### src/verilog/fmlog_regs.svh
// constants and rule summary for the fault memory logger
// Summary of operation
// status 0 none, 1 inactive only, 2 active
// diagnosis runs repeat continuously, not on request
// detected fault stored as entry, marked active
// active flag 1 if seen in latest run
// flag 0 if not seen; entry kept until cleared
// entries kept non-volatile; activity re-diagnosed after power
// entries removed only by clear or firmware update
// configuration download leaves entries unchanged
// duration accumulates over all active periods
// occurrence count equals number of active periods
// entry keeps fault type and location codes
// shared outputs step through stored entries periodically
// after last entry, wrap to first entry
// each entry shown for fixed dwell interval
// duration and occurrence counters saturate
`ifndef FMLOG_REGS_SVH
`define FMLOG_REGS_SVH
`define FMLOG_OFF_CTRL 12'h000
`define FMLOG_OFF_STATUS 12'h004
`define FMLOG_OFF_ROTATE 12'h008
`define FMLOG_OFF_IRQ_STAT 12'h00C
`define FMLOG_OFF_IRQ_MASK 12'h010
`define FMLOG_OFF_RUN_PERIOD 12'h014
`define FMLOG_OFF_SEL 12'h018
`define FMLOG_OFF_ENTRY_CODE 12'h01C
`define FMLOG_OFF_ENTRY_DUR 12'h020
`define FMLOG_OFF_ENTRY_OCC 12'h024
`define FMLOG_CTRL_CLEAR 0
`define FMLOG_CTRL_FWUPD 1
`define FMLOG_IRQ_NEW 0
`define FMLOG_IRQ_ACTIVE 1
`define FMLOG_IRQ_FULL 2
`define FMLOG_RUN_PERIOD_RST 16'h0400
`define FMLOG_DWELL_MS 100
`define FMLOG_CLK_KHZ 50000
`define FMLOG_DWELL_CYC (`FMLOG_DWELL_MS * `FMLOG_CLK_KHZ)
`endif

### src/verilog/fmlog_pkg.sv
// types for the fault memory logger
package fmlog_pkg;
  localparam int ENTRIES = 8;
  typedef logic [2:0] fmlog_idx_t;
  typedef logic [7:0] fmlog_code_t;
  typedef logic [31:0] fmlog_dur_t;
  typedef logic [15:0] fmlog_occ_t;
  typedef enum logic [1:0] {FMLOG_NONE, FMLOG_INACTIVE, FMLOG_ACTIVE} fmlog_status_e;
  typedef enum {FMLOG_IDLE, FMLOG_SCAN} fmlog_run_e;
endpackage

### src/verilog/fmlog_rotator.sv
// rotating presentation of stored entries
`timescale 1ns/100ps
module fmlog_rotator #(
  parameter int DWELL_CYC = 5000000
) (
  input wire logic pclk,
  input wire logic presetn,
  input wire logic [7:0] valid_map,
  output logic [2:0] sel_ff,
  output logic shown_ff
);
  logic [31:0] cnt_ff;
  logic [31:0] nxt_cnt;
  logic [2:0] nxt_sel;
  logic nxt_shown;
  logic [2:0] cand;

  // dwell counter and search for next stored entry with wrap
  always_comb begin
    nxt_cnt = cnt_ff;
    nxt_sel = sel_ff;
    nxt_shown = valid_map[sel_ff];
    cand = sel_ff;
    if (cnt_ff >= DWELL_CYC - 1 || !valid_map[sel_ff]) begin
      nxt_cnt = 32'h0;
      for (int i = 1; i <= 8; i++) begin
        cand = 3'(sel_ff + 3'(i));
        if (valid_map[cand] && nxt_sel == sel_ff && !(i == 8 && cnt_ff < DWELL_CYC - 1)) begin
          nxt_sel = cand;
        end
      end
      nxt_shown = valid_map[nxt_sel];
    end else begin
      nxt_cnt = cnt_ff + 32'h1;
    end
  end

  always_ff @(posedge pclk or negedge presetn) begin
    if (!presetn) begin
      cnt_ff <= 32'h0;
      sel_ff <= 3'h0;
      shown_ff <= 1'b0;
    end else begin
      cnt_ff <= nxt_cnt;
      sel_ff <= nxt_sel;
      shown_ff <= nxt_shown;
    end
  end

  dwell_hold_a: assert property (@(posedge pclk) disable iff (!presetn)
    (cnt_ff != 32'h0 && valid_map[sel_ff]) |-> $stable(sel_ff) || cnt_ff == 32'h0)
    else $error("entry left before dwell ended");
endmodule

### src/verilog/fmlog_top.sv
// fault memory logger with apb register access
`timescale 1ns/100ps
`include "fmlog_regs.svh"
module fmlog_top #(
  parameter int DWELL_CYC = `FMLOG_DWELL_CYC
) (
  input wire logic pclk,
  input wire logic presetn,
  input wire logic psel,
  input wire logic penable,
  input wire logic pwrite,
  input wire logic [11:0] paddr,
  input wire logic [31:0] pwdata,
  output logic [31:0] prdata,
  output logic pready,
  output logic pslverr,
  input wire logic fault_valid,
  input wire logic [7:0] fault_type,
  input wire logic [7:0] fault_location,
  output logic run_start,
  output logic [1:0] fault_status,
  output logic [7:0] rot_type,
  output logic [7:0] rot_location,
  output logic rot_active,
  output logic irq
);
  localparam int N = fmlog_pkg::ENTRIES;

  // entry storage; held in a retained power domain so entries outlive power loss
  logic [N-1:0] used_ff, act_ff, seen_ff;
  logic [N-1:0] nxt_used, nxt_act, nxt_seen;
  fmlog_pkg::fmlog_code_t type_ff [N];
  fmlog_pkg::fmlog_code_t loc_ff [N];
  fmlog_pkg::fmlog_dur_t dur_ff [N];
  fmlog_pkg::fmlog_occ_t occ_ff [N];
  fmlog_pkg::fmlog_code_t nxt_type [N];
  fmlog_pkg::fmlog_code_t nxt_loc [N];
  fmlog_pkg::fmlog_dur_t nxt_dur [N];
  fmlog_pkg::fmlog_occ_t nxt_occ [N];

  // run timing and registers
  fmlog_pkg::fmlog_run_e run_ff, nxt_run;
  logic [15:0] period_ff, nxt_period, runcnt_ff, nxt_runcnt;
  logic [2:0] irqst_ff, nxt_irqst, mask_ff, nxt_mask;
  logic [2:0] view_ff, nxt_view;
  logic [31:0] prdata_ff, nxt_prdata;
  logic [1:0] status_ff, nxt_status;
  logic [7:0] rtype_ff, rloc_ff;
  logic ract_ff;
  logic [2:0] rsel;
  logic rshown;
  logic wr, rd, run_end, clr;
  logic [N-1:0] hit;
  logic [N-1:0] free_first;
  logic ev_new, ev_act, ev_full;
  int unsigned k;
  // marks that the retained store has been cleared once and holds known contents
  logic mem_ok_ff, nxt_mem_ok;

  assign wr = psel && penable && pwrite;
  assign rd = psel && penable && !pwrite;
  assign pready = 1'b1;
  assign clr = wr && paddr == `FMLOG_OFF_CTRL && (pwdata[`FMLOG_CTRL_CLEAR] || pwdata[`FMLOG_CTRL_FWUPD]);
  assign run_end = run_ff == fmlog_pkg::FMLOG_SCAN && runcnt_ff == 16'h0;
  assign run_start = run_ff == fmlog_pkg::FMLOG_IDLE && runcnt_ff == 16'h0;
  assign nxt_mem_ok = mem_ok_ff | clr;

  // match and free-slot search for the reporting checker
  always_comb begin
    hit = '0;
    free_first = '0;
    for (int i = 0; i < N; i++) begin
      hit[i] = used_ff[i] && type_ff[i] == fault_type && loc_ff[i] == fault_location;
    end
    for (int i = N - 1; i >= 0; i--) begin
      if (!used_ff[i]) begin
        free_first = '0;
        free_first[i] = 1'b1;
      end
    end
  end

  // entry update: detection, run close, clear
  always_comb begin
    nxt_used = used_ff;
    nxt_act = act_ff;
    nxt_seen = seen_ff;
    nxt_type = type_ff;
    nxt_loc = loc_ff;
    nxt_dur = dur_ff;
    nxt_occ = occ_ff;
    ev_new = 1'b0;
    ev_act = 1'b0;
    ev_full = 1'b0;
    for (int i = 0; i < N; i++) begin
      if (act_ff[i] && dur_ff[i] != 32'hFFFFFFFF) begin
        nxt_dur[i] = dur_ff[i] + 32'h1;
      end
    end
    if (fault_valid && run_ff == fmlog_pkg::FMLOG_SCAN) begin
      if (|hit) begin
        nxt_seen = seen_ff | hit;
        for (int i = 0; i < N; i++) begin
          if (hit[i] && !act_ff[i]) begin
            nxt_act[i] = 1'b1;
            ev_act = 1'b1;
            if (occ_ff[i] != 16'hFFFF) nxt_occ[i] = occ_ff[i] + 16'h1;
          end
        end
      end else if (|free_first) begin
        ev_new = 1'b1;
        for (int i = 0; i < N; i++) begin
          if (free_first[i]) begin
            nxt_used[i] = 1'b1;
            nxt_act[i] = 1'b1;
            nxt_seen[i] = 1'b1;
            nxt_type[i] = fault_type;
            nxt_loc[i] = fault_location;
            nxt_dur[i] = 32'h0;
            nxt_occ[i] = 16'h1;
          end
        end
      end else begin
        ev_full = 1'b1;
      end
    end
    if (run_end) begin
      nxt_act = nxt_seen;
      nxt_seen = '0;
    end
    if (clr) begin
      nxt_used = '0;
      nxt_act = '0;
      nxt_seen = '0;
    end
  end

  // diagnostic run sequencer: repeats forever
  always_comb begin
    nxt_run = run_ff;
    nxt_runcnt = runcnt_ff - 16'h1;
    if (runcnt_ff == 16'h0) begin
      nxt_run = run_ff == fmlog_pkg::FMLOG_IDLE ? fmlog_pkg::FMLOG_SCAN : fmlog_pkg::FMLOG_IDLE;
      nxt_runcnt = period_ff;
    end
  end

  // summary status from stored entries
  always_comb begin
    if (|(act_ff & used_ff)) nxt_status = 2'(fmlog_pkg::FMLOG_ACTIVE);
    else if (|used_ff) nxt_status = 2'(fmlog_pkg::FMLOG_INACTIVE);
    else nxt_status = 2'(fmlog_pkg::FMLOG_NONE);
  end

  // software registers, sticky interrupts and read mux
  always_comb begin
    nxt_period = period_ff;
    nxt_mask = mask_ff;
    nxt_view = view_ff;
    nxt_irqst = irqst_ff;
    nxt_prdata = prdata_ff;
    if (wr && paddr == `FMLOG_OFF_IRQ_STAT) nxt_irqst = irqst_ff & ~pwdata[2:0];
    if (wr && paddr == `FMLOG_OFF_IRQ_MASK) nxt_mask = pwdata[2:0];
    if (wr && paddr == `FMLOG_OFF_RUN_PERIOD) nxt_period = pwdata[15:0];
    if (wr && paddr == `FMLOG_OFF_SEL) nxt_view = pwdata[2:0];
    nxt_irqst[`FMLOG_IRQ_NEW] = nxt_irqst[`FMLOG_IRQ_NEW] | ev_new;
    nxt_irqst[`FMLOG_IRQ_ACTIVE] = nxt_irqst[`FMLOG_IRQ_ACTIVE] | ev_act;
    nxt_irqst[`FMLOG_IRQ_FULL] = nxt_irqst[`FMLOG_IRQ_FULL] | ev_full;
    k = 32'(view_ff);
    if (rd) begin
      case (paddr)
        `FMLOG_OFF_CTRL: nxt_prdata = 32'h0;
        `FMLOG_OFF_STATUS: nxt_prdata = {22'h0, used_ff, status_ff};
        `FMLOG_OFF_ROTATE: nxt_prdata = {15'h0, ract_ff, rloc_ff, rtype_ff};
        `FMLOG_OFF_IRQ_STAT: nxt_prdata = {29'h0, irqst_ff};
        `FMLOG_OFF_IRQ_MASK: nxt_prdata = {29'h0, mask_ff};
        `FMLOG_OFF_RUN_PERIOD: nxt_prdata = {16'h0, period_ff};
        `FMLOG_OFF_SEL: nxt_prdata = {29'h0, view_ff};
        `FMLOG_OFF_ENTRY_CODE: nxt_prdata = {14'h0, used_ff[k], act_ff[k], loc_ff[k], type_ff[k]};
        `FMLOG_OFF_ENTRY_DUR: nxt_prdata = dur_ff[k];
        `FMLOG_OFF_ENTRY_OCC: nxt_prdata = {16'h0, occ_ff[k]};
        default: nxt_prdata = 32'h0;
      endcase
    end
  end

  assign prdata = rd ? nxt_prdata : prdata_ff;
  assign pslverr = psel && penable && paddr > `FMLOG_OFF_ENTRY_OCC;
  assign irq = |(irqst_ff & mask_ff);
  assign fault_status = status_ff;
  assign rot_type = rtype_ff;
  assign rot_location = rloc_ff;
  assign rot_active = ract_ff;

  fmlog_rotator #(
    .DWELL_CYC(DWELL_CYC)
  ) u_rot (
    .pclk(pclk),
    .presetn(presetn),
    .valid_map(used_ff),
    .sel_ff(rsel),
    .shown_ff(rshown)
  );

  // entry store: no reset on contents, retained across power (R6 keeps act re-diagnosed)
  always_ff @(posedge pclk) begin
    type_ff <= nxt_type;
    loc_ff <= nxt_loc;
    dur_ff <= nxt_dur;
    occ_ff <= nxt_occ;
    used_ff <= nxt_used;
    mem_ok_ff <= nxt_mem_ok;
  end

  // control state and outputs
  always_ff @(posedge pclk or negedge presetn) begin
    if (!presetn) begin
      act_ff <= '0;
      seen_ff <= '0;
      run_ff <= fmlog_pkg::FMLOG_IDLE;
      runcnt_ff <= 16'h0;
      period_ff <= `FMLOG_RUN_PERIOD_RST;
      mask_ff <= 3'h0;
      irqst_ff <= 3'h0;
      view_ff <= 3'h0;
      prdata_ff <= 32'h0;
      status_ff <= 2'h0;
      rtype_ff <= 8'h0;
      rloc_ff <= 8'h0;
      ract_ff <= 1'b0;
    end else begin
      act_ff <= nxt_act;
      seen_ff <= nxt_seen;
      run_ff <= nxt_run;
      runcnt_ff <= nxt_runcnt;
      period_ff <= nxt_period;
      mask_ff <= nxt_mask;
      irqst_ff <= nxt_irqst;
      view_ff <= nxt_view;
      prdata_ff <= nxt_prdata;
      status_ff <= nxt_status;
      rtype_ff <= rshown ? type_ff[rsel] : 8'h0;
      rloc_ff <= rshown ? loc_ff[rsel] : 8'h0;
      ract_ff <= rshown && act_ff[rsel];
    end
  end

  status_active_a: assert property (@(posedge pclk) disable iff (!presetn)
    |(act_ff & used_ff) |=> status_ff == 2'h2)
    else $error("status not 2 with active entry");
  status_empty_a: assert property (@(posedge pclk) disable iff (!presetn)
    (used_ff == '0) |=> status_ff == 2'h0)
    else $error("status not 0 with empty memory");
  run_repeat_a: assert property (@(posedge pclk) disable iff (!presetn)
    run_end |=> run_ff == fmlog_pkg::FMLOG_IDLE)
    else $error("run sequencer stalled");
  store_new_a: assert property (@(posedge pclk) disable iff (!presetn)
    (ev_new && !clr && !run_end) |=> |(used_ff & act_ff & ~$past(used_ff)))
    else $error("new fault not stored active");
  inactive_drop_a: assert property (@(posedge pclk) disable iff (!presetn)
    (run_end && !clr && !fault_valid) |=> act_ff == $past(seen_ff))
    else $error("active flags not set from last run");
  clear_only_a: assert property (@(posedge pclk) disable iff (!presetn)
    (mem_ok_ff && !clr) |=> (($past(used_ff) & ~used_ff) == '0))
    else $error("entry lost without clear");
  occ_sat_a: assert property (@(posedge pclk) disable iff (!presetn)
    (used_ff[0] && occ_ff[0] == 16'hFFFF && !clr && !ev_new) |=> occ_ff[0] == 16'hFFFF)
    else $error("occurrence counter wrapped");
  dur_grow_a: assert property (@(posedge pclk) disable iff (!presetn)
    (act_ff[0] && dur_ff[0] != 32'hFFFFFFFF && !ev_new) |=> dur_ff[0] == $past(dur_ff[0]) + 32'h1)
    else $error("duration did not accumulate");
endmodule

### config.mk
export PLATFORM = sky130hd
export DESIGN_NAME = fmlog_top
export DESIGN_NICKNAME = d
export VERILOG_FILES = /design/src/verilog/fmlog_pkg.sv /design/src/verilog/fmlog_rotator.sv /design/src/verilog/fmlog_top.sv
export VERILOG_INCLUDE_DIRS = /design/src /design/src/verilog
export SDC_FILE = /design/constraint.sdc
export NUM_CORES = 2
export LEC_CHECK = 0
export ABC_AREA = 1
export BUFFER_PORTS_ARGS = -buffer_cell sky130_fd_sc_hd__buf_2
export CORE_ASPECT_RATIO = 1.25
export CORE_MARGIN = 2
export CORE_UTILIZATION = 55
export CTS_CLUSTER_DIAMETER = 40
export DETAILED_ROUTE_END_ITERATION = 8
export GPL_TIMING_DRIVEN = 1
export HOLD_SLACK_MARGIN = 0.03
export PLACE_DENSITY = 0.76
export SLEW_MARGIN = 20
export SYNTH_ARGS = -nofsm -noshare
export SYNTH_HDL_FRONTEND = slang
export SYNTH_SLANG_ARGS = --single-unit
### constraint.sdc
create_clock -name pclk -period 5.1 [get_ports pclk]
set_clock_uncertainty 0.2 [all_clocks]
set_input_delay 0.51 -clock pclk [delete_from_list [all_inputs] [get_ports pclk]]
set_output_delay 0.51 -clock pclk [all_outputs]
set_load 0.02 [all_outputs]
Word-level counts from Yosys, hierarchy flattened --
Index checks and enable logic that the tools add are counted.
Cells by class: $add $sub $neg 25, order comparisons 15, eq/ne operators 73, mux-type cells 173, bitwise operators 11, reduce and logical (&&, ||, !) cells 118
Operator list (count):
- 256-bit two-way mux | 3
- 32-bit two-way mux | 21
- 16-bit two-way mux | 27
- 32-bit by 1-bit adder with 32-bit output, second input constant | 9
- 32-bit one-hot mux with 9 select lines | 1
- 128-bit two-way mux | 2
- 32-bit inequality test, second input constant | 8
- 8-bit two-way mux | 28
- 16-bit by 1-bit adder with 16-bit output, second input constant | 8
- 8-bit == test | 16
- 16-bit inequality test, second input constant | 8
- 32-bit binary-select mux with 3-bit select | 1
- 8-bit binary-select mux with 3-bit select | 4
- 4-bit AND reduction | 16
- 1-bit two-way mux | 55
- 1-bit logical AND | 54
- 3-bit two-way mux | 17
- 16-bit binary-select mux with 3-bit select | 1
- 12-bit by 5-bit == test with 1-bit output, second input constant | 4
- 3-bit by 4-bit < comparator with 1-bit output, second input constant | 10
- 5-bit AND reduction | 8
- 1-bit binary-select mux with 3-bit select | 12
- 4-bit nonzero test | 9
- 33-bit by 4-bit greater-or-equal comparator with 1-bit output, second input constant | 1
- 33 further kinds | 92
Storage, ports and cells: register bits 696, output and inout bits 55, logic and storage cells 478

Longest topological paths before layout --
word-level depth 37, depth in mapped cells 26

Modules after synthesis --
From an unflattened synthesis, not the netlist that was laid out.
Second synthesis, totals: cells, all modules 5558, area total of the unflattened synthesis 40461.3 µm²
Modules (own cells, without submodules):
- fmlog_top | instances 1, cells an instance 5222, area each 37931.4 µm², sequential area each 15701.3 µm²
- fmlog_rotator | instances 1, cells an instance 336, area each 2529.9 µm², sequential area each 900.9 µm²

Worst setup path before layout --
OpenSTA, ideal clock, no wires.
path type in2reg, start input port fault_type[3], end register occ_ff[112] in the netlist's numbering (enable), setup time 0.414 ns, data arrival time 3.422 ns, slack 1.064 ns, cell stages on the path 15, path buffers 4, cell sequence buf_2 inv_2 or2_2 nand2_1 nor3_1 nand2_1 nor4_1 and3_1 inv_1 nand4_2 nand2b_1 buf_2 buf_4 buf_4 a211oi_1
Between the ends: word-level cells in the longest chain between the ends 6, elaborated cells on any way between the ends 31, classes of those cells 10 x eq/ne; 21 x reduce/logical
Ends and longest elaborated chain:
- start: declaration | RTL line fmlog_top.sv:18 | input wire logic [7:0] fault_type,
- 8-bit == test | RTL line fmlog_top.sv:73 | hit[i] = used_ff[i] && type_ff[i] == fault_type && loc_ff[i] == fault_location;
- 1-bit logical AND (2 in a row) | RTL line fmlog_top.sv:73
- 8-bit OR reduction / 1-bit logical AND (equally long branches) | RTL line fmlog_top.sv:101, fmlog_top.sv:104
- 2-bit by 1-bit inequality test with 1-bit output (no source line) / 2-bit nonzero test (equally long branches)
- 5-bit AND reduction (no source line) (*)
- end signal: assignment | RTL line fmlog_top.sv:210 | occ_ff <= nxt_occ;
- end: declaration | RTL line fmlog_top.sv:35 | fmlog_pkg::fmlog_occ_t occ_ff [N];
Mark *: on every way between the ends. The rest lies on a longest branch, timed or not. A chain may end at the register's enable or synchronous reset.

Worst setup path in the final report --
start register view_ff[0], end output port prdata[15]
Between the ends: word-level cells in the longest chain between the ends 7, elaborated cells on any way between the ends 13, classes of those cells 12 x mux; 1 x bitwise
Ends and longest elaborated chain:
- start: declaration | RTL line fmlog_top.sv:45 | logic [2:0] view_ff, nxt_view;
- start signal: assignment | RTL line fmlog_top.sv:239 | view_ff <= nxt_view;
- 3-bit NOT with 33-bit output (implied by the code) (*) | RTL line fmlog_top.sv:179, fmlog_top.sv:180, fmlog_top.sv:181
- 16-bit binary-select mux with 3-bit select, or another cell as far along | RTL line fmlog_top.sv:181 | `FMLOG_OFF_ENTRY_OCC: nxt_prdata = {16'h0, occ_ff[k]};
- 16-bit two-way mux (implied by the code), or another cell as far along (2 in a row) | RTL line fmlog_top.sv:181
- 32-bit one-hot mux with 9 select lines (*) | RTL line fmlog_top.sv:171 | case (paddr)
- 32-bit two-way mux (*) | RTL line fmlog_top.sv:170 | if (rd) begin
- 32-bit two-way mux (*) | RTL line fmlog_top.sv:187 | assign prdata = rd ? nxt_prdata : prdata_ff;
- end: declaration | RTL line fmlog_top.sv:14 | output logic [31:0] prdata,
Mark *: on every way between the ends. The rest lies on a longest branch, timed or not. The select of a mux whose other input is x is not followed.

==> impl_metrics.json <==
{
  "fp.dieW_um": 243.3,
  "drtAntennaViolNets": 0,
  "setup_viol": 0,
  "crit_chain": "buf_12 > o21ai_0 > a21oi_1 > o21ai_0 > a31oi_1 > nand3_1 > a22o_1 > buf_2",
  "setup_tns_ps": 0,
  "synth_top_area_share_pct": 19.53,
  "r2r_end": "occ_ff[104]",
  "yosysUniqueCellTypes": 80,
  "min_period_ps": 4481,
  "finalCritPeriodShare_pct": 87.86,
  "syn2layout_area_growth_pct": 14.38,
  "async_reset_ff_share_pct": 21.80,
  "path_buf_inv": 2,
  "drc": 0,
  "grt-ovfl-total": 0,
  "fp.coreArea_mm2": 0.07078,
  "leakage_nw": 19.51,
  "wl_per_cell_um": 21.16,
  "hold_viol_final": 0,
  "clock_latency_ps": 710,
  "synth_seq_cells": 665,
  "maxCapViolCount": 0,
  "dr.pass1.iters": 7,
  "syn_avg_cell_area_um2": 7.485,
  "postCtsSetupBuffers": 0,
  "worst_ir_drop_vdd_v": 0.0007451,
  "dp_hpwl_mm": 97.59,
  "cp.depth": 8,
  "r2r_slack_ps": 940,
  "worstPathRequired_ps": 4390,
  "crit_fanout": 199,
  "holdBufCountCts": 20,
  "drive_gt1_share_pct": 9.969,
  "portBuffers": 103,
  "cts_tree": "yes",
  "min_path_type": "input port to flip-flop",
  "initial_utilization_pct": 55.60,
  "rows": 109,
  "grt_pass1_wl_mm": 205.2,
  "critPathCapture": "prdata[15]",
  "synth_common_cells": "806 x nor2_1, 758 x nand2_1, 667 x inv_1",
  "finalPower_w": 0.01788,
  "crit_path_end_kind": "output pin",
  "routed_wl_mm": 135.9,
  "cp.arrival_ps": 3770,
  "grt_util_all_layers_pct": 36.13,
  "grt_pass1_vias": 35990,
  "relSlewSlack_pct": 31.64,
  "status": "finished clean",
  "p_per_area_mw_per_mm2": 397.1,
  "synth.cell_area_mm2": 0.03936,
  "antenna_found_initial": 1,
  "fin_nets": 5468,
  "yosys_warnings": 0,
  "cp-startpoint": "view_ff[0]",
  "cp_common_cell": "o21ai_0",
  "ctsResizeCount": 0,
  "clkTransAtPathRegs_ps": 60,
  "rr_worst_depth": 14,
  "critical-path-max-stage-delay_ps": 570,
  "h-tree-depth": 3,
  "grt_max_degree": 200,
  "rsz0062_at_grt": "false",
  "cts_sinks": 665,
  "num_antenna_cells": 0,
  "die_h_um": 303.1,
  "syn_inst": 5258,
  "reg2reg_from": "loc_ff[62]",
  "synth.most_common_cell": "nor2_1",
  "slew_viol_final": 0,
  "pin_count": 121,
  "fmax_mhz": 223.2,
  "worstSetupStartpointType": "flip-flop",
  "slowest_stage": "a31oi_1",
  "num_vias": 38240,
  "path_class": "flip-flop to output pin",
  "place_congestion": 1.050,
  "drtIter0Drc": 4301,
  "worstHoldStart": "fault_type[0]",
  "clockBufferDepth": 3,
  "die_area_mm2": 0.07373,
  "viasPerCell": 5.956,
  "cts_buffers": 107,
  "synth_top_area_cell": "edfxtp_1",
  "synth-main-ff-cell": "dfxtp_1",
  "ys_top_cells_by_area": "edfxtp_1 20%, dfxtp_1 13%, dfrtp_1 9.2%, nor2_1 7.7%, nand2_1 7.2%",
  "root_buffer": "clkbuf_16",
  "cp_top_family": "compound AO/OA/AOI/OAI gates",
  "seq_area_frac_synth_pct": 42.18,
  "worst_pin_slew_ps": 1015,
  "synth_edf_count": 256
}
## stage by stage
step | instance area [µm²] | util, % | hold WS (ps) | worst slack [ps] | std cells
floorplan | 39390 | - | 14.41 | 1064 | 5266
global placement | 41050 | 57.99 | 252.1 | 702.0 | 6196
detailed placement | 41050 | 57.99 | 260.2 | 693.7 | 6196
CTS | 45010 | 63.60 | 31.14 | 760.1 | 6420
global route | 45010 | 63.60 | 57.53 | 517.2 | 6420
finish | 45010 | 63.60 | 56.70 | 619.2 | 6420
## layout make-up
class | count | area, µm²
fill | 6138 | 25770
clock buffer | 119 | 2794
inverter | 697 | 2634
sequential | 665 | 16610
tap | 943 | 1180
clock inverter | 85 | 972.2
timing repair buffer | 212 | 1490
multi-input combinational | 3699 | 19330
## worst min path at each step
stage / endpoint / cells past startpoint
2_1_floorplan: act_ff[0] / 0
3_3_place_gp: u_rot.cnt_ff[0] / 1
3_5_place_dp: prdata_ff[0] / 2
4_1_cts: loc_ff[23] / 1
5_1_grt: loc_ff[23] / 1
6_report: type_ff[16] / 1
## worst reg2reg max path, cell delays in order (launching register included)
cell	delay, ps
edfxtp_1	430
xor2_1	500
nor3_1	120
nand4_1	100
nor4_1	50
nand3_1	230
nand2_1	100
nor2_1	120
nand4_2	130
nor2b_2	740
nand2_1	350
nand2_1	310
inv_2	140
o211a_1	140
buf_4	210
## cell usage in the layout, fill, tap and decap left out, types with 81 or more instances in the layout
| master | instances |
|---|---|
| buf_2 | 102 |
| nand2_1 | 758 |
| xor2_1 | 212 |
| edfxtp_1 | 256 |
| nor3_1 | 187 |
| buf_4 | 81 |
| dfxtp_1 | 264 |
| clkbuf_16 | 108 |
| nor4_1 | 83 |
| o21ai_0 | 476 |
| nor2_1 | 805 |
| nand3_1 | 255 |
| a21oi_1 | 273 |
| nand4_1 | 135 |
| inv_1 | 665 |
| dfrtp_1 | 140 |
## flip-flops by register name, indices dropped and copies added (netlist names), 8 cells and up
| register | cells |
|---|---|
| occ_ff | 128 |
| period_ff | 16 |
| dur_ff | 256 |
| loc_ff | 64 |
| rot_type | 8 |
| rot_location | 8 |
| seen_ff | 8 |
| u_rot.cnt_ff | 32 |
| prdata_ff | 32 |
| runcnt_ff | 16 |
| type_ff | 64 |
| act_ff | 8 |
| used_ff | 8 |
## power by group
group          switching (W)  internal [W]  leakage [nW]
sequential          0.000512       0.00598          6.47
combinational        0.00262       0.00122          11.2
clock                0.00310       0.00443          1.84
## metal layers
metal  vias up  share of wire [%]  track usage [%]
met4         2                5.9            19.82
met5         -             0.0096                0
met1     17890                 39            45.72
li1      17950                  -                -
met2      1992                 45            57.63
met3       409                 10            8.129
## cells by family (layout without fill, tap and decap cells)
group	count (synthesis)	in the layout	synth area share [%]
muxes	4	4	0.1144
xor gates and xnor gates	278	278	6.206
adders and majority gates	20	20	0.6358
and+or+nand+nor	2384	2384	27.22
other	2	10	0.01908
buffers and inverters	902	1113	8.933
AOI/OAI and AO/OA	1003	1003	14.68
DFF	665	665	42.18
No activity file was read; power rests on OpenSTA's default activity.
